<file path="src/rtl/svmc_consts.svh">
`ifndef SVMC_CONSTS_SVH
`define SVMC_CONSTS_SVH

// ----------------------------------------
// Register byte offsets
// ----------------------------------------
`define SVMC_OFS_PROTECT 8'h00
`define SVMC_OFS_MODE 8'h04
`define SVMC_OFS_STATUS 8'h08
`define SVMC_OFS_CAUSE 8'h0c
`define SVMC_OFS_IRQ_STAT 8'h10
`define SVMC_OFS_IRQ_MASK 8'h14

// ----------------------------------------
// Protect keys
// ----------------------------------------
`define SVMC_KEY_UNLOCK 16'ha508
`define SVMC_KEY_LOCK 16'ha500

// ----------------------------------------
// Mode control fields and reset value
// ----------------------------------------
`define SVMC_MODE_FIRST_EN 0
`define SVMC_MODE_FIRST_RST 1
`define SVMC_MODE_SECOND_EN 2
`define SVMC_MODE_SECOND_RST 3
`define SVMC_MODE_RESET 4'h0

// ----------------------------------------
// First monitor status fields
// ----------------------------------------
`define SVMC_STAT_DET 0
`define SVMC_STAT_ACTIVE 1
`define SVMC_STAT_LEVEL 2

// ----------------------------------------
// Reset cause fields and reset value
// ----------------------------------------
`define SVMC_CAUSE_POR 0
`define SVMC_CAUSE_AON 1
`define SVMC_CAUSE_FIRST 2
`define SVMC_CAUSE_SECOND 3
`define SVMC_CAUSE_OTHER 4
`define SVMC_CAUSE_RESET 5'h01

// ----------------------------------------
// Interrupt status and mask fields
// ----------------------------------------
`define SVMC_IRQ_FIRST 0
`define SVMC_IRQ_SECOND 1

// ----------------------------------------
// Timing
// ----------------------------------------
`define SVMC_CLK_MHZ 200
`define SVMC_FIRST_STAB_US 300
`define SVMC_SECOND_STAB_US 1200
`define SVMC_FIRST_STAB_CYC (`SVMC_FIRST_STAB_US * `SVMC_CLK_MHZ)
`define SVMC_SECOND_STAB_CYC (`SVMC_SECOND_STAB_US * `SVMC_CLK_MHZ)
`define SVMC_RST_STRETCH_CYC 16

`endif

</file>
<file path="src/rtl/svmc_pkg.sv">
package svmc_pkg;

	// Monitor channel states, one-hot
	typedef enum logic [2:0]
	{
		SVMC_IDLE = 3'b001,
		SVMC_WAIT = 3'b010,
		SVMC_RUN = 3'b100
	} svmc_state_e;

	typedef logic [31:0] svmc_word_t;

endpackage

</file>
<file path="src/rtl/svmc_mon_if.sv">
`timescale 1ns/1ps

interface svmc_mon_if;
	logic enable;
	logic reset_mode;
	logic level;
	logic active;
	logic rise_evt;
	logic fall_evt;
	logic reset_req;

	// Control side (top) and monitor side (channel)
	modport ctl (output enable, output reset_mode, output level,
		input active, input rise_evt, input fall_evt, input reset_req);
	modport mon (input enable, input reset_mode, input level,
		output active, output rise_evt, output fall_evt, output reset_req);
endinterface

</file>
<file path="src/rtl/svmc_channel.sv">
`timescale 1ns/1ps

module svmc_channel
#(
	parameter int STAB_CYCLES = 60000
)
(
	// Clock and reset
	input wire logic pclk,
	input wire logic presetn,
	// Monitor link
	svmc_mon_if.mon mon
);
	import svmc_pkg::*;

	localparam int CW = $clog2(STAB_CYCLES + 1);

	initial
	begin
		if (STAB_CYCLES < 1)
			$error("svmc_channel: STAB_CYCLES must be at least 1");
	end

	svmc_state_e state;
	logic [CW-1:0] cnt;
	logic prev;

	// ----------------------------------------
	// Decode
	// ----------------------------------------
	wire stab_done = (cnt == CW'(STAB_CYCLES - 1));
	wire activating = (state == SVMC_WAIT) && mon.enable && stab_done;
	wire running = (state == SVMC_RUN) && mon.enable;
	// At activation a low supply counts as a fall; a good one is silent
	wire next_rise = running && mon.level && !prev && !mon.reset_mode;
	wire next_fall = !mon.reset_mode &&
		((running && !mon.level && prev) || (activating && !mon.level));
	wire next_reset = mon.reset_mode && !mon.level && (running || activating);

	// State, stabilization wait and last seen level
	always_ff @(posedge pclk or negedge presetn)
	begin
		if (!presetn)
		begin
			state <= SVMC_IDLE;
			cnt <= '0;
			prev <= 1'b0;
		end
		else
		begin
			case (state)
				SVMC_IDLE:
				begin
					cnt <= '0;
					if (mon.enable)
						state <= SVMC_WAIT;
				end
				SVMC_WAIT:
				begin
					if (!mon.enable)
						state <= SVMC_IDLE;
					else if (stab_done)
						state <= SVMC_RUN;
					else
						cnt <= cnt + 1'b1;
				end
				SVMC_RUN:
				begin
					if (!mon.enable)
						state <= SVMC_IDLE;
				end
				default:
					state <= SVMC_IDLE;
			endcase
			prev <= mon.level;
		end
	end

	// Registered event and reset outputs
	always_ff @(posedge pclk or negedge presetn)
	begin
		if (!presetn)
		begin
			mon.rise_evt <= 1'b0;
			mon.fall_evt <= 1'b0;
			mon.reset_req <= 1'b0;
			mon.active <= 1'b0;
		end
		else
		begin
			mon.rise_evt <= next_rise;
			mon.fall_evt <= next_fall;
			mon.reset_req <= next_reset;
			mon.active <= running || activating;
		end
	end

endmodule

</file>
<file path="src/rtl/svmc_top.sv">
// The register addresses and register access over APB were decided locally.
`timescale 1ns/1ps
`include "svmc_consts.svh"

// Functional notes
// - Always-on monitor holds reset while supply low.
// - Always-on drop asserts reset until supply recovers.
// - First monitor compares after 300 us wait.
// - First monitor interrupts on rise, interrupt mode.
// - First monitor interrupts on fall, interrupt mode.
// - Second monitor interrupts on rise and fall.
// - First monitor events set flag; software clears.
// - No interrupt when activated with supply good.
// - Reset mode: low supply when active resets.
// - Re-enable with low supply repeats reset cycle.
// - No reset when activated with supply good.
// - Reset cause register records latest reset source.
// - Monitor reset clears its mode bits, stops it.
// - Mode control writable only after unlock key.
// - Second monitor active after 1200 us wait.
module svmc_top
#(
	parameter int FIRST_STAB_CYCLES = `SVMC_FIRST_STAB_CYC,
	parameter int SECOND_STAB_CYCLES = `SVMC_SECOND_STAB_CYC,
	parameter int RST_STRETCH_CYCLES = `SVMC_RST_STRETCH_CYC
)
(
	// Clock and reset
	input wire logic pclk,
	input wire logic presetn,
	// APB slave
	input wire logic psel,
	input wire logic penable,
	input wire logic pwrite,
	input wire logic [7:0] paddr,
	input wire svmc_pkg::svmc_word_t pwdata,
	output svmc_pkg::svmc_word_t prdata,
	output logic pready,
	output logic pslverr,
	// Comparators, high when supply at or above threshold
	input wire logic always_on_cmp,
	input wire logic first_prog_cmp,
	input wire logic second_prog_cmp,
	// Other internal reset seen, one-cycle pulse
	input wire logic other_reset_evt,
	// Outputs to the system
	output logic sys_reset_req,
	output logic first_irq_req,
	output logic second_irq_req,
	output logic irq
);
	import svmc_pkg::*;

	localparam int SW = $clog2(RST_STRETCH_CYCLES + 1);

	initial
	begin
		if (FIRST_STAB_CYCLES < 1 || SECOND_STAB_CYCLES < 1)
			$error("svmc_top: stabilization counts must be at least 1");
		if (RST_STRETCH_CYCLES < 1)
			$error("svmc_top: RST_STRETCH_CYCLES must be at least 1");
	end

	// ----------------------------------------
	// State
	// ----------------------------------------
	logic [2:0] cmp_meta;
	logic [2:0] cmp_sync;
	logic aon_prev;
	logic unlocked;
	logic [3:0] mode;
	logic det_flag;
	logic [4:0] cause;
	logic [1:0] irq_stat;
	logic [1:0] irq_mask;
	logic [SW-1:0] stretch;

	svmc_mon_if first_if ();
	svmc_mon_if second_if ();

	// ----------------------------------------
	// Comparator synchronizers
	// ----------------------------------------
	// First stage feeds only the second stage
	always_ff @(posedge pclk or negedge presetn)
	begin
		if (!presetn)
		begin
			cmp_meta <= 3'h0;
			cmp_sync <= 3'h0;
			aon_prev <= 1'b0;
		end
		else
		begin
			cmp_meta <= {second_prog_cmp, first_prog_cmp, always_on_cmp};
			cmp_sync <= cmp_meta;
			aon_prev <= cmp_sync[0];
		end
	end

	wire aon_good = cmp_sync[0];
	// Only a real drop is a cause; the sync fill after power-on is not
	wire aon_fall = aon_prev && !aon_good;

	// ----------------------------------------
	// Monitor channels
	// ----------------------------------------
	assign first_if.enable = mode[`SVMC_MODE_FIRST_EN];
	assign first_if.reset_mode = mode[`SVMC_MODE_FIRST_RST];
	assign first_if.level = cmp_sync[1];
	assign second_if.enable = mode[`SVMC_MODE_SECOND_EN];
	assign second_if.reset_mode = mode[`SVMC_MODE_SECOND_RST];
	assign second_if.level = cmp_sync[2];

	svmc_channel #(.STAB_CYCLES(FIRST_STAB_CYCLES)) u_first
	(
		.pclk(pclk),
		.presetn(presetn),
		.mon(first_if.mon)
	);

	svmc_channel #(.STAB_CYCLES(SECOND_STAB_CYCLES)) u_second
	(
		.pclk(pclk),
		.presetn(presetn),
		.mon(second_if.mon)
	);

	wire first_evt = first_if.rise_evt || first_if.fall_evt;
	wire second_evt = second_if.rise_evt || second_if.fall_evt;
	wire mon_reset = first_if.reset_req || second_if.reset_req;

	// ----------------------------------------
	// APB decode
	// ----------------------------------------
	// Answer comes one cycle after setup, so read data can be a flop
	wire setup = psel && !penable;
	wire done = psel && penable && pready;
	wire wr = done && pwrite && !pslverr;
	wire rd = done && !pwrite && !pslverr;
	wire hit_protect = (paddr == `SVMC_OFS_PROTECT);
	wire hit_mode = (paddr == `SVMC_OFS_MODE);
	wire hit_status = (paddr == `SVMC_OFS_STATUS);
	wire hit_cause = (paddr == `SVMC_OFS_CAUSE);
	wire hit_irq_stat = (paddr == `SVMC_OFS_IRQ_STAT);
	wire hit_irq_mask = (paddr == `SVMC_OFS_IRQ_MASK);
	wire unmapped = !(hit_protect || hit_mode || hit_status || hit_cause ||
		hit_irq_stat || hit_irq_mask);

	// Read mux
	wire [2:0] status_view = {cmp_sync[1], first_if.active, det_flag};
	wire svmc_word_t rdata =
		hit_protect ? {31'h0000_0000, unlocked} :
		hit_mode ? {28'h000_0000, mode} :
		hit_status ? {29'h0000_0000, status_view} :
		hit_cause ? {27'h000_0000, cause} :
		hit_irq_stat ? {30'h0000_0000, irq_stat} :
		hit_irq_mask ? {30'h0000_0000, irq_mask} :
		32'h0000_0000;

	// Bus answer
	always_ff @(posedge pclk or negedge presetn)
	begin
		if (!presetn)
		begin
			prdata <= 32'h0000_0000;
			pready <= 1'b0;
			pslverr <= 1'b0;
		end
		else
		begin
			pready <= setup;
			pslverr <= setup && unmapped;
			if (setup && !pwrite)
				prdata <= rdata;
		end
	end

	// ----------------------------------------
	// Write protection
	// ----------------------------------------
	wire key_wr = wr && hit_protect;
	wire next_unlocked = (key_wr && pwdata[15:0] == `SVMC_KEY_UNLOCK) ? 1'b1 :
		(key_wr && pwdata[15:0] == `SVMC_KEY_LOCK) ? 1'b0 : unlocked;

	always_ff @(posedge pclk or negedge presetn)
	begin
		if (!presetn)
			unlocked <= 1'b0;
		else
			unlocked <= next_unlocked;
	end

	// ----------------------------------------
	// Mode control
	// ----------------------------------------
	// A monitor reset clears that monitor's bits and beats a write
	wire mode_wr = wr && hit_mode && unlocked;
	wire [3:0] mode_written = mode_wr ? pwdata[3:0] : mode;
	wire [3:0] first_clr = first_if.reset_req ? 4'h3 : 4'h0;
	wire [3:0] second_clr = second_if.reset_req ? 4'hc : 4'h0;
	wire [3:0] next_mode = mode_written & ~(first_clr | second_clr);

	always_ff @(posedge pclk or negedge presetn)
	begin
		if (!presetn)
			mode <= `SVMC_MODE_RESET;
		else
			mode <= next_mode;
	end

	// ----------------------------------------
	// Detection flag
	// ----------------------------------------
	// Cleared by writing zero; a new event in that cycle wins
	wire det_clr = wr && hit_status && !pwdata[`SVMC_STAT_DET];
	wire next_det = first_evt || (det_flag && !det_clr);

	always_ff @(posedge pclk or negedge presetn)
	begin
		if (!presetn)
			det_flag <= 1'b0;
		else
			det_flag <= next_det;
	end

	// ----------------------------------------
	// Reset cause
	// ----------------------------------------
	// Write one to clear; a new cause replaces the old record
	wire [4:0] new_cause = {other_reset_evt, second_if.reset_req,
		first_if.reset_req, aon_fall, 1'b0};
	wire [4:0] cause_clr = (wr && hit_cause) ? pwdata[4:0] : 5'h00;
	wire [4:0] next_cause = (|new_cause) ? (new_cause | (cause & new_cause)) :
		(cause & ~cause_clr);

	always_ff @(posedge pclk or negedge presetn)
	begin
		if (!presetn)
			cause <= `SVMC_CAUSE_RESET;
		else
			cause <= next_cause;
	end

	// ----------------------------------------
	// Reset request
	// ----------------------------------------
	// Stretch keeps a monitor reset visible after its mode bits clear
	wire [SW-1:0] next_stretch = mon_reset ? SW'(RST_STRETCH_CYCLES) :
		(stretch != '0) ? stretch - 1'b1 : stretch;
	wire next_sys_reset = !aon_good || mon_reset || (stretch != '0);

	always_ff @(posedge pclk or negedge presetn)
	begin
		if (!presetn)
		begin
			stretch <= '0;
			sys_reset_req <= 1'b1;
		end
		else
		begin
			stretch <= next_stretch;
			sys_reset_req <= next_sys_reset;
		end
	end

	// ----------------------------------------
	// Interrupts
	// ----------------------------------------
	// Read of status clears it; an event in that cycle is kept
	wire stat_rd = rd && hit_irq_stat;
	wire [1:0] stat_set = {second_evt, first_evt};
	wire [1:0] next_irq_stat = stat_set | (stat_rd ? 2'h0 : irq_stat);
	wire [1:0] next_irq_mask = (wr && hit_irq_mask) ? pwdata[1:0] : irq_mask;

	always_ff @(posedge pclk or negedge presetn)
	begin
		if (!presetn)
		begin
			irq_stat <= 2'h0;
			irq_mask <= 2'h0;
			irq <= 1'b0;
		end
		else
		begin
			irq_stat <= next_irq_stat;
			irq_mask <= next_irq_mask;
			irq <= |(next_irq_stat & next_irq_mask);
		end
	end

	// Per-monitor request pulses
	always_ff @(posedge pclk or negedge presetn)
	begin
		if (!presetn)
		begin
			first_irq_req <= 1'b0;
			second_irq_req <= 1'b0;
		end
		else
		begin
			first_irq_req <= first_evt;
			second_irq_req <= second_evt;
		end
	end

endmodule

</file>
<file path="config.mk">
export PLATFORM = sky130hd
export DESIGN_NAME = svmc_top
export DESIGN_NICKNAME = d
export VERILOG_FILES = /design/src/rtl/svmc_pkg.sv /design/src/rtl/svmc_mon_if.sv /design/src/rtl/svmc_channel.sv /design/src/rtl/svmc_top.sv
export VERILOG_INCLUDE_DIRS = /design/src /design/src/rtl
export SDC_FILE = /design/constraint.sdc
export NUM_CORES = 1
export LEC_CHECK = 0
export ABC_AREA = 1
export CORE_MARGIN = 8
export CORE_UTILIZATION = 50
export CTS_CLUSTER_DIAMETER = 50
export DETAILED_ROUTE_END_ITERATION = 10
export DONT_BUFFER_PORTS = 1
export PLACE_DENSITY_LB_ADDON = 0.12
export SKIP_LAST_GASP = 1
export SYNTH_ARGS = -nofsm -noshare
export SYNTH_HDL_FRONTEND = slang
export SYNTH_SLANG_ARGS = --single-unit
</file>
<file path="constraint.sdc">
create_clock -name pclk -period 2 [get_ports pclk]
set_input_delay 0.2 -clock pclk [delete_from_list [all_inputs] [get_ports pclk]]
set_output_delay 0.2 -clock pclk [all_outputs]
set_load 0.05 [all_outputs]
</file>
; ---- Word level (Yosys, flattened, before mapping)
; Index checks and enable logic that the tools add are counted.
[word_totals]
mem_bits_ro = 0
register_bits = 114
n_memories = 0
latch_bits = 0
mem_bits_rw = 0
input_bits = 49
[op_classes]
n_mul = 0
eq_ne = 25
bitwise = 9
magnitude_cmp = 0
add_sub_neg = 3
n_reduce_logical = 85
shift = 0
muxes = 33
div_mod_pow = 0
[ops]
columns = op, n
row1 = "equality test 16 bit, second input constant", 3
row2 = logical AND 1 bit, 45
row3 = 2-to-1 mux 5 bit, 8
row4 = 2-to-1 mux 18 bit, 2
row5 = one-hot mux 18 bit (2 select lines), 1
row6 = 2-to-1 mux 16 bit, 2
row7 = one-hot mux 16 bit (2 select lines), 1
row8 = 2-to-1 mux 3 bit, 8
row9 = "adder 18 x 1 -> 18 bit, second input constant", 1
row10 = "equality test 18 bit, second input constant", 1
row11 = one-hot mux 3 bit (3 select lines), 2
row12 = "adder 16 x 1 -> 16 bit, second input constant", 1
row13 = "equality test 8 x 4 -> 1 bit, second input constant", 2
row14 = "equality test 8 x 5 -> 1 bit, second input constant", 2
row15 = "inequality test 2 bit, second input constant", 8
row16 = logical OR 1 bit, 15
row17 = logical NOT 1 bit, 13
row18 = AND reduction 3 bit, 4
row19 = bitwise AND 5 bit, 2
row20 = 2-to-1 mux 2 bit, 5
row21 = "equality test 8 x 3 -> 1 bit, second input constant", 1
row22 = logical NOT 8 bit, 1
row23 = 2-to-1 mux 4 bit, 2
row24 = nonzero test 2 bit, 4
row25 = other kinds (16), 21

; ---- Longest topological paths before layout
; Gate-level depths: netlist (run 1).
[logic_depth]
ltp_word = 9
ltp_mapped = 12

; ---- Modules after synthesis
; Synthesis (run 1) repeated with hierarchy kept, for this count alone.
[hier_totals]
cells_unflattened = 652
area_unflattened_um2 = 4983.5
[modules_own_cells]
columns = module, cells_each, area_per_inst_um2, instances, seq_area_each_um2
row1 = svmc_top, 258, 2042.0, 1, 953.4
row2 = svmc_channel (u_second), 206, 1539.0, 1, 651.9
row3 = svmc_channel (u_first), 188, 1402.6, 1, 601.8

; ---- Worst setup path after synthesis (run 1)
; Ideal clock, no wire load.
[synth_timing]
path_kind = register to register
start = reg pready
end = reg cause[1]
required_time_ps = 1874
stages_incl_launch_ff = 8
period_less_slack_ps = 1693
path_buffers = 0
slack_ps = 307
arrival_time_ps = 1567
path_cell_list = dfrtp_1 -> nand3_1 -> nor3_1 -> inv_1 -> nor2_2 -> nand2_1 -> nand2_1 -> o21ai_0
[synth_via]
elab_chain_cells = 8
[synth_rtl]
columns = element, line_no
row1 = "start, declared", svmc_top.sv:38  ; output logic pready,
row2 = "start signal, assigned", svmc_top.sv:172  ; pready <= setup;
row3 = logical AND 1 bit, svmc_top.sv:138  ; wire done = psel && penable && pready;
row4 = logical AND 1 bit (2 in series), svmc_top.sv:139  ; wire wr = done && pwrite && !pslverr;
row5 = logical AND 1 bit, svmc_top.sv:233  ; wire [4:0] cause_clr = (wr && hit_cause) ? pwdata[4:0] : 5'h00;
row6 = 2-to-1 mux 5 bit, svmc_top.sv:233
row7 = inverter 5 bit, svmc_top.sv:235  ; (cause & ~cause_clr);
row8 = bitwise AND 5 bit, svmc_top.sv:235
row9 = 2-to-1 mux 5 bit, svmc_top.sv:234  ; wire [4:0] next_cause = (|new_cause) ? (new_cause | (cause & new_cause)) :
row10 = net next_cause[1], svmc_top.sv:234
row11 = "end signal, assigned", svmc_top.sv:240  ; cause <= `SVMC_CAUSE_RESET;
row12 = "end signal, assigned", svmc_top.sv:242  ; cause <= next_cause;
row13 = "end, declared", svmc_top.sv:73  ; logic [4:0] cause;
; The timed path passes the listed nets, and every way through them passes these cells.
; A chain may end at the register's enable or synchronous reset.

; ---- Worst setup path in the final report (run 1)
[layout_timing]
start = reg u_first.cnt[1]
end = reg u_first.cnt[15]
[layout_via]
elab_chain_cells = 4
word_cells_on_any_way = 7
[layout_rtl]
columns = element, line_no
row1 = "start, declared", svmc_channel.sv:25  ; logic [CW-1:0] cnt;
row2 = "start signal, assigned", svmc_channel.sv:65  ; cnt <= cnt + 1'b1;
row3 = adder 16 x 1 -> 16 bit, svmc_channel.sv:65
row4 = 2-to-1 mux 16 bit, svmc_channel.sv:62  ; else if (stab_done)
row5 = 2-to-1 mux 16 bit, svmc_channel.sv:60  ; if (!mon.enable)
row6 = one-hot mux 16 bit (2 select lines), svmc_channel.sv:51  ; case (state)
; Parallel ways exist; a longest one is shown, timed or not. The select of a mux whose other input is x is not followed.

==> reports/metrics.cfg, run 1 <==
[global_route]
grt_usage_pct = 17.2
grt_start_max_net_pins = 88
grt_pass1_wl_mm = 18.3
first_global_vias = 4001
use_met1_pct = 22.1
grt_use_met2_pct = 27.7
gr-max-usage-layer = met2
grtUsageMet3_pct = 4.43
gr-total-overflow = 0
antenna_found_initial = 0

[finish]
stdcell_count = 800
syn2layout_area_growth_pct = 7.64
nFillCells = 910
seqCellArea_um2 = 2180
layout.nets = 714
multi_input_area_um2 = 2210
drive_gt1_share_pct = 8.10
num_antenna_cells = 0

[worst_setup_path]
start_kind = flip-flop
path_cells = ha_1 -> nand2_2 -> nor2_4 -> inv_2 -> nor2_4 -> nand2_2 -> nand2_4 -> nand2_4 -> clkinv_4 -> o21ai_0
slowest_delay_ns = 0.41
cp_top_family = simple AND/OR/NAND/NOR gates
endpoint_kind = flip-flop
startpoint = u_first.cnt[1]$_DFFE_PN0P_
r2r-start = u_first.cnt[1]$_DFFE_PN0P_
crit_buf_inv = 2
crit_required_ns = 2.24
crit_fanout = 16
arrival_ns = 1.97
cp_slowest_cell = dfrtp_1
worst-setup-path-type = reg2reg

[clocking]
cts.sinks = 87
cts_tree = done
holdBufCountCts = 9
clockBufferDepth = 2
cts_root_buffer = clkbuf_8
cts_max_level = 3
cts_inserted_buffers = 9
path_clk_slew_ns = 0.09
clock_latency_ns = 0.36

[route]
drc = 0
via_count = 4078
drt-initial-drc-count = 295
totalWireLength_mm = 10.7
avgViaCountPerCell = 5.10
avgRoutedWirePerCell_um = 13.3
firstDrtPassIters = 5
detail-route-antenna-nets = 0

[sta]
finalHoldViolations = 87
slew_viol_final = 0
skew_ns = 0.00818
period_minus_slack_ns = 1.73
fmax_mhz = 578
setup_viol = 0
finalSetupTns_ns = 0
hold_ws_ns = -0.469
fin_crit_sh_pct = 86.6
grt_setup_unrepaired = no
layout_setup_ws_ns = 0.269

[die]
die_width_um = 115
initial_core_util_pct = 50.7
num_io_pins = 87
core-area_um2 = 9590
die-area_um2 = 13100
rows = 36
dieHeight_um = 115

[power_and_ir_drop]
power.leakage_nw = 2.35
p_per_area_nw_per_um2 = 623
vdd_drop_max_v = 0.000318
fin_total_pwr_mw = 3.26

[min_path]
min_path_type = in2async

[logic_synthesis]
ys_ff_latch = 87
synth_cells = 640
ys_async_sr_fraction_pct = 100
synth_edf_count = 0
synth_ff_type = dfrtp_1
syn-cell-area_um2 = 4860
postSynthAreaPerCell_um2 = 7.60
ys_types = 42
ys_warn_count = 0
ys_seq_area_share_pct = 44.9

[placed_design]
globalplace.congestion = 0.891
hpwl_mm = 7.92
dp_cells = 775
io_buffers = 0
dpl_worst_slack_ns = 0.280

[status]
outcome = complete, but fails checks
violations = hold timing

[job]
maxCapViolations = 0

-- cell usage in the layout, fill, tap and decap left out, drive strengths merged, types with 2 or more instances in the layout --
cell	synthesis	final
a21oi	11	11
a31oi	4	4
a31o	2	2
nand4	23	23
ha	3	3
nand3b	2	2
nor2	83	83
a211oi	2	2
xnor2	2	2
clkinvlp	0	2
dfrtp	83	83
nand2	170	170
clkbuf	1	10
o31ai	3	3
conb	1	27
xor2	12	12
dlygate4sd3	0	9
nor3	19	19
buf	32	9
nor3b	2	2
o21ai	38	38
dfstp	4	4
nor4	5	5
o22ai	3	3
nand3	49	49
inv	80	82
clkinv	2	3
-- cells by family after synthesis --
group | synth area share [%]
xor gates and xnor gates | 2.52
buffers and inverters | 11.7
and+or+nand+nor | 32.2
AOI/OAI and AO/OA | 7.85
other | 0.0771
DFF | 44.9
adders and majority gates | 0.772
-- report_power, final --
group	switching, mW	internal [mW]	leakage [nW]
sequential	0.0210	1.78	1.16
combinational	0.152	0.0297	1.10
clock	0.665	0.619	0.0993
-- worst paths after layout --
kind / endpoint / slack (ns) / cells past startpoint
min in group pclk: irq_mask[1]$_DFF_PN0_ / 0.02 / 2
setup reg to reg: u_first.cnt[15]$_DFFE_PN0P_ / 0.27 / 10
max in group asynchronous: sys_reset_req$_DFF_PN1_ / 2.24 / 0
hold reg to reg: cmp_sync[2]$_DFF_PN0_ / 0.35 / 0
setup / recovery: u_first.cnt[15]$_DFFE_PN0P_ / 0.27 / 10
hold / removal: pready$_DFF_PN0_ / -0.47 / 0
-- state kept, by name, indices dropped and copies added (netlist names), 2 cells and up --
register and count:
cause 5, cmp_meta 3, cmp_sync 3, irq_mask 2, irq_stat 2, mode 4, prdata 5, stretch 5
u_first.cnt 16, u_first.state 3, u_second.cnt 18, u_second.state 3
-- synth_stat cells, drive strengths merged, types with 2 or more instances --
cell type	number	share of area, %
nor3	19	2.0
nor3b	2	0.31
o21ai	38	4.1
xnor2	2	0.36
dfstp	4	2.2
o31ai	3	0.46
ha	3	0.77
dfrtp	83	43
nand3	49	5.2
nor2	83	7.1
nand4	23	3.0
xor2	12	2.2
nand3b	2	0.31
clkinv	2	0.26
inv	80	6.2
a21oi	11	1.2
o22ai	3	0.39
nand2	170	14
a31oi	4	0.51
buf	32	5.2
nor4	5	0.64
a31o	2	0.36
a211oi	2	0.31
-- final cells by class --
cell class,instances,area share [%]
Clock buffer,10,2.63
Clock inverter,6,1.29
Inverter,82,5.98
Multi-Input combinational cell,464,42.2
Sequential cell,87,41.7
Tap cell,133,3.18
Timing Repair Buffer,18,3.01
-- what timing repair did --
item                                   CTS  global route
setup buffers                            0             0
endpoints found under the hold margin   94            87
gates resized for setup                  0             0
-- routing by layer --
layer | part of all wire (%) | wire (µm)
met5 | 0 | 0
met4 | 1.6 | 174
met3 | 6.6 | 709
met2 | 45 | 4820
met1 | 46 | 4960
-- per-stage QoR --
step	cell area [µm²]	utilization [%]
after floorplan	4960	-
after global placement	4940	51.5
after detailed placement	4940	51.5
after CTS	5230	54.6
after global routing	5230	54.6
final	5230	54.6
Note: power is estimated with default switching activity, not from simulation.
==> run 2: changes to the inputs <==
==> constraint.sdc (replaced) <==
create_clock -name pclk -period 2.1 [get_ports pclk]
set_input_delay 0.21 -clock pclk [delete_from_list [all_inputs] [get_ports pclk]]
set_output_delay 0.21 -clock pclk [all_outputs]
set_load 0.05 [all_outputs]
==> reports/metrics.cfg, run 2 (synthesized netlist as in run 1, its figures left out) <==
[clocking]
cts_setup_buffers = 0  ; unchanged
clockBufferDepth = 2  ; unchanged
cts-resized-gates = 0  ; unchanged
path_clk_slew_ns = 0.09  ; about the same
cts_max_level = 3  ; unchanged
cts_inserted_buffers = 9  ; unchanged
holdBufCountCts = 10  ; +1
clock_latency_ns = 0.36  ; about the same
cts_root_buffer = clkbuf_8
cts_tree = done
cts.sinks = 87  ; unchanged

[die]
die_width_um = 115  ; unchanged
die-area_um2 = 13100  ; unchanged
num_io_pins = 87  ; unchanged
rows = 36  ; unchanged
dieHeight_um = 115  ; unchanged
initial_core_util_pct = 50.7  ; unchanged
core-area_um2 = 9590  ; unchanged

[global_route]
gr-total-overflow = 0  ; unchanged
grt_pass1_wl_mm = 17.9  ; -2.1%
antenna_found_initial = 0  ; unchanged
grt_start_max_net_pins = 88  ; unchanged
grt_usage_pct = 17.1  ; -0.15 points
first_global_vias = 3816  ; -4.6%

[placed_design]
hpwl_mm = 7.88  ; -0.47%
dp_cells = 773  ; -0.26%
io_buffers = 0  ; unchanged
globalplace.congestion = 0.896  ; +0.62%

[route]
via_count = 4012  ; -1.6%
drc = 0  ; unchanged
firstDrtPassIters = 4  ; -1
detail-route-antenna-nets = 0  ; unchanged
avgRoutedWirePerCell_um = 13.3  ; -0.45%
drt-initial-drc-count = 267  ; -9.5%
avgViaCountPerCell = 5.02  ; -1.5%
totalWireLength_mm = 10.6  ; -0.57%

[power_and_ir_drop]
vdd_drop_max_v = 0.000269  ; -15%
power.leakage_nw = 2.35  ; -0.29%
fin_total_pwr_mw = 3.06  ; -6.2%
p_per_area_nw_per_um2 = 586  ; -6.0%

[sta]
setup_viol = 0  ; unchanged
period_minus_slack_ns = 1.86  ; +0.129 ns
finalSetupTns_ns = 0  ; unchanged
tightestPinTransition_ns = 0.508
hold_ws_ns = -0.469  ; -0.000691 ns
skew_ns = 0.00668  ; -0.00150 ns
slew_headroom_pct = 66.2
fin_crit_sh_pct = 88.6  ; +2.0 points
fmax_mhz = 537  ; -6.9%
grt_setup_unrepaired = no
finalHoldViolations = 87  ; unchanged
slew_viol_final = 0  ; unchanged

[finish]
layout.nets = 713  ; -0.14%
drive_gt1_share_pct = 7.81  ; -0.29 points
post-route-util_pct = 54.4  ; -0.13 points
layout_common_cells = nand2_1 (165), dfrtp_1 (83), inv_1 (77)
stdcell_count = 799  ; -0.13%
num_antenna_cells = 0  ; unchanged
top_register = u_second.cnt
nFillCells = 946  ; +4.0%
largest_reg_flops = 18  ; unchanged
top_regs = u_second.cnt (18), u_first.cnt (16)
mostFrequentLayoutCell = nand2_1
syn2layout_area_growth_pct = 7.39

[worst_setup_path]
slowest_delay_ns = 0.46  ; +0.05 ns
rr_endpoint = u_first.cnt[11]$_DFFE_PN0P_
r2r-start = u_first.cnt[0]$_DFFE_PN0P_
arrival_ns = 2.10  ; +0.13 ns
reg2regPathDepth = 10  ; unchanged
endpoint_kind = flip-flop
start_kind = flip-flop
rrSetupSlack_ns = 0.24  ; -0.03 ns
path_cells = ha_1 -> nand2_2 -> nor2_4 -> inv_2 -> nor2_4 -> nand2_2 -> nand2_4 -> nand2_4 -> clkinv_4 -> o21ai_0
crit_fanout = 16  ; unchanged
cp_slowest_cell = dfrtp_1
crit_required_ns = 2.34  ; +0.10 ns
worst-setup-path-type = reg2reg

[job]
maxCapViolations = 0  ; unchanged

[min_path]
min_path_type = in2async

[status]
outcome = complete, but fails checks
violations = hold timing

run 2: layout make-up:
class | count | area, µm² | area share (%)
clock buffers | 9 | 124 | 2.37
clock inverters | 7 | 73.8 | 1.41
inverters | 82 | 313 | 5.99
multi-input cells | 464 | 2210 | 42.3
flip-flops and latches | 87 | 2180 | 41.8
well taps | 133 | 166 | 3.19
repair buffers | 17 | 153 | 2.92
run 2: metrics by stage:
step                      worst slack [ns]  instance area (µm²)
after global routing                0.0639                 5220
after CTS                            0.244                 5220
final                                0.239                 5220
after floorplan                      0.407                 4960
after global placement               0.292                 4920
after detailed placement             0.251                 4920
run 2: worst max-delay path, delay by kind of cell (launching register included):
kind | cells | cell delay, ns
compound gates | 1 | 0.10
simple gates | 6 | 0.67
flops | 1 | 0.46
fa+ha+maj | 1 | 0.29
buf+inv | 2 | 0.21
run 2: worst max path at each step:
stage / startpoint / to / slack (ns)
after floorplan: pready$_DFF_PN0_ / cause[1]$_DFF_PN0_ / 0.41
after global placement: u_first.cnt[0]$_DFFE_PN0P_ / u_first.cnt[15]$_DFFE_PN0P_ / 0.29
after detailed placement: u_first.cnt[0]$_DFFE_PN0P_ / u_first.cnt[11]$_DFFE_PN0P_ / 0.25
after CTS: u_first.cnt[0]$_DFFE_PN0P_ / u_first.cnt[15]$_DFFE_PN0P_ / 0.24
after global routing: u_first.cnt[0]$_DFFE_PN0P_ / u_first.cnt[9]$_DFFE_PN0P_ / 0.06
final: u_first.cnt[0]$_DFFE_PN0P_ / u_first.cnt[11]$_DFFE_PN0P_ / 0.24
run 2: layer usage:
layer  up-vias  wire length, µm  GRT usage, %
li1       2050                -             -
met2        93             4870          27.7
met4         0               89          5.86
met3         8              761          3.69
met1      1861             4880          21.9
met5         -                0             0
run 2: power by group:
| part | switching [mW] | leakage [nW] | internal, mW |
|---|---|---|---|
| clock | 0.623 | 0.0992 | 0.551 |
| combinational | 0.145 | 1.09 | 0.0295 |
| sequential | 0.0198 | 1.16 | 1.69 |
==> run 3: changes to the inputs <==
--- a/config.mk
+++ b/config.mk
@@ -7,6 +7,7 @@
 export NUM_CORES = 1
 export LEC_CHECK = 0
 export ABC_AREA = 1
+export CAP_MARGIN = 5
 export CORE_MARGIN = 8
 export CORE_UTILIZATION = 50
 export CTS_CLUSTER_DIAMETER = 50
==> constraint.sdc (replaced) <==
create_clock -name pclk -period 2.4 [get_ports pclk]
set_input_delay 0.24 -clock pclk [delete_from_list [all_inputs] [get_ports pclk]]
set_output_delay 0.24 -clock pclk [all_outputs]
set_load 0.05 [all_outputs]
==> reports/metrics.cfg, run 3 (synthesized netlist as in run 1, its figures left out) <==
[global_route]
first_global_vias = 3910  ; +2.5%
grt_start_max_net_pins = 88  ; unchanged
antenna_found_initial = 0  ; unchanged
grt_usage_pct = 16.6  ; -0.45 points
grt_pass1_wl_mm = 17.8  ; -0.62%
gr-total-overflow = 0  ; unchanged

[route]
avgRoutedWirePerCell_um = 13.1  ; -1.3%
firstDrtPassIters = 4  ; unchanged
drt-initial-drc-count = 264  ; -1.1%
via_count = 4025  ; +0.32%
avgViaCountPerCell = 5.06  ; +0.83%
detail-route-antenna-nets = 0  ; unchanged
drc = 0  ; unchanged
totalWireLength_mm = 10.4  ; -1.8%

[placed_design]
dp_cells = 770  ; -0.39%
hpwl_mm = 7.69  ; -2.5%
io_buffers = 0  ; unchanged
globalplace.congestion = 0.893  ; -0.36%
dpl_worst_slack_ns = 0.322  ; +0.0716 ns

[worst_setup_path]
reg2regPathDepth = 8  ; -2
rr_endpoint = u_second.cnt[8]$_DFFE_PN0P_
worst-setup-path-type = reg2reg
worst-path-stages = 8  ; -2
rrSetupSlack_ns = 0.32  ; +0.08 ns
slowest_delay_ns = 0.47  ; about the same
arrival_ns = 2.30  ; +0.20 ns
cp_slowest_cell = dfrtp_1
r2r-start = u_second.cnt[0]$_DFFE_PN0P_
endpoint_kind = flip-flop
crit_required_ns = 2.62  ; +0.28 ns
path_common_cell = nand2_1
cp_top_family = simple AND/OR/NAND/NOR gates
crit_buf_inv = 0  ; -2
crit_fanout = 21  ; +5
path_cells = ha_1 -> nand4_1 -> nor2_1 -> nand3_1 -> nand2_1 -> nand2_1 -> nand2_1 -> o21ai_0
start_kind = flip-flop
startpoint = u_second.cnt[0]$_DFFE_PN0P_

[sta]
fmax_mhz = 480  ; -11%
finalSetupTns_ns = 0  ; unchanged
grt_setup_unrepaired = no
skew_ns = 0.0147  ; +0.00803 ns
tightestPinTransition_ns = 0.638  ; +0.130 ns
setup_viol = 0  ; unchanged
slew_viol_final = 0  ; unchanged
slew_headroom_pct = 57.4  ; -8.8 points
layout_setup_ws_ns = 0.316  ; +0.0767 ns
period_minus_slack_ns = 2.08  ; +0.223 ns
fin_crit_sh_pct = 86.8  ; -1.8 points
finalHoldViolations = 0  ; -100%

[clocking]
clock_latency_ns = 0.36  ; about the same
path_clk_slew_ns = 0.10  ; about the same
cts_inserted_buffers = 9  ; unchanged
cts_root_buffer = clkbuf_8
cts.sinks = 87  ; unchanged
cts_max_level = 3  ; unchanged
cts_tree = done
clockBufferDepth = 2  ; unchanged

[power_and_ir_drop]
fin_total_pwr_mw = 2.71  ; -11%
vdd_drop_max_v = 0.000221  ; -18%
power.leakage_nw = 2.34  ; -0.39%
p_per_area_nw_per_um2 = 521  ; -11%

[die]
core-area_um2 = 9590  ; unchanged
die-area_um2 = 13100  ; unchanged
rows = 36  ; unchanged
initial_core_util_pct = 50.7  ; unchanged
die_width_um = 115  ; unchanged
dieHeight_um = 115  ; unchanged
num_io_pins = 87  ; unchanged

[finish]
nFillCells = 919  ; -2.9%
layout.nets = 709  ; -0.56%
largest_reg_flops = 18  ; unchanged
drive_gt1_share_pct = 7.40  ; -0.41 points
top_register = u_second.cnt
layout_common_cells = nand2_1 (165), dfrtp_1 (83), inv_1 (77)
mostFrequentLayoutCell = nand2_1
num_antenna_cells = 0  ; unchanged
top_regs = u_second.cnt (18), u_first.cnt (16)
syn2layout_area_growth_pct = 7.08
stdcell_count = 795  ; -0.50%

[min_path]
min_to = cause[3]$_DFF_PN0_
min_path_type = in2reg
hp-start = pwdata[3]
whs_path_depth = 3

[job]
maxCapViolations = 0  ; unchanged

[status]
outcome = completed

[run 3: layout make-up]
cell class	instances	area (µm²)	area share, %
well taps	133	166	3.20
flip-flops and latches	87	2180	41.9
repair buffers	13	138	2.64
clock inverters	6	70.1	1.35
clock buffers	10	128	2.45
multi-input cells	464	2210	42.4
inverters	82	313	6.01
[run 3: repair_timing]
action                                  4_1_cts  5_1_grt
setup buffers                                 0        0
resized for setup                             0        0
endpoints found under the hold margin        93        0
hold buffers                                  9        0
endpoints found under the setup margin        0        0
[run 3: routing by layer]
metal / vias up / GRT usage [%] / share of wire [%]
li1: 2059 / - / -
met1: 1855 / 21.4 / 47
met2: 102 / 27.3 / 45
met3: 9 / 3.59 / 7.3
met4: 0 / 4.97 / 0.99
met5: - / 0 / 0
[run 3: tightest hold or removal path, cell delays in order]
cell and delay, ns:
nand2_1 0.03, nand2_1 0.05, nand2_1 0.04
[run 3: per-stage QoR]
stage	hold WS, ns	instance area (µm²)	util (%)
finish	0.0455	5210	54.3
global route	0.0324	5210	54.3
CTS	0.0200	5210	54.3
detailed placement	-0.0529	4900	51.1
global placement	-0.0531	4900	51.1
floorplan	-0.0556	4960	-
[run 3: worst max path at each step]
stage | to | slack [ns]
5_1_grt | u_second.cnt[8]$_DFFE_PN0P_ | 0.04
6_report | u_second.cnt[8]$_DFFE_PN0P_ | 0.32
3_3_place_gp | u_second.cnt[8]$_DFFE_PN0P_ | 0.37
2_1_floorplan | cause[1]$_DFF_PN0_ | 0.71
3_5_place_dp | u_second.cnt[8]$_DFFE_PN0P_ | 0.32
4_1_cts | u_second.cnt[8]$_DFFE_PN0P_ | 0.32
[run 3: report_power, final]
| part | internal, mW | leakage, nW | switching, mW |
|---|---|---|---|
| clock network | 0.489 | 0.101 | 0.546 |
| logic | 0.0283 | 1.08 | 0.153 |
| registers | 1.48 | 1.16 | 0.0172 |
| total | 2.00 | 2.34 | 0.716 |
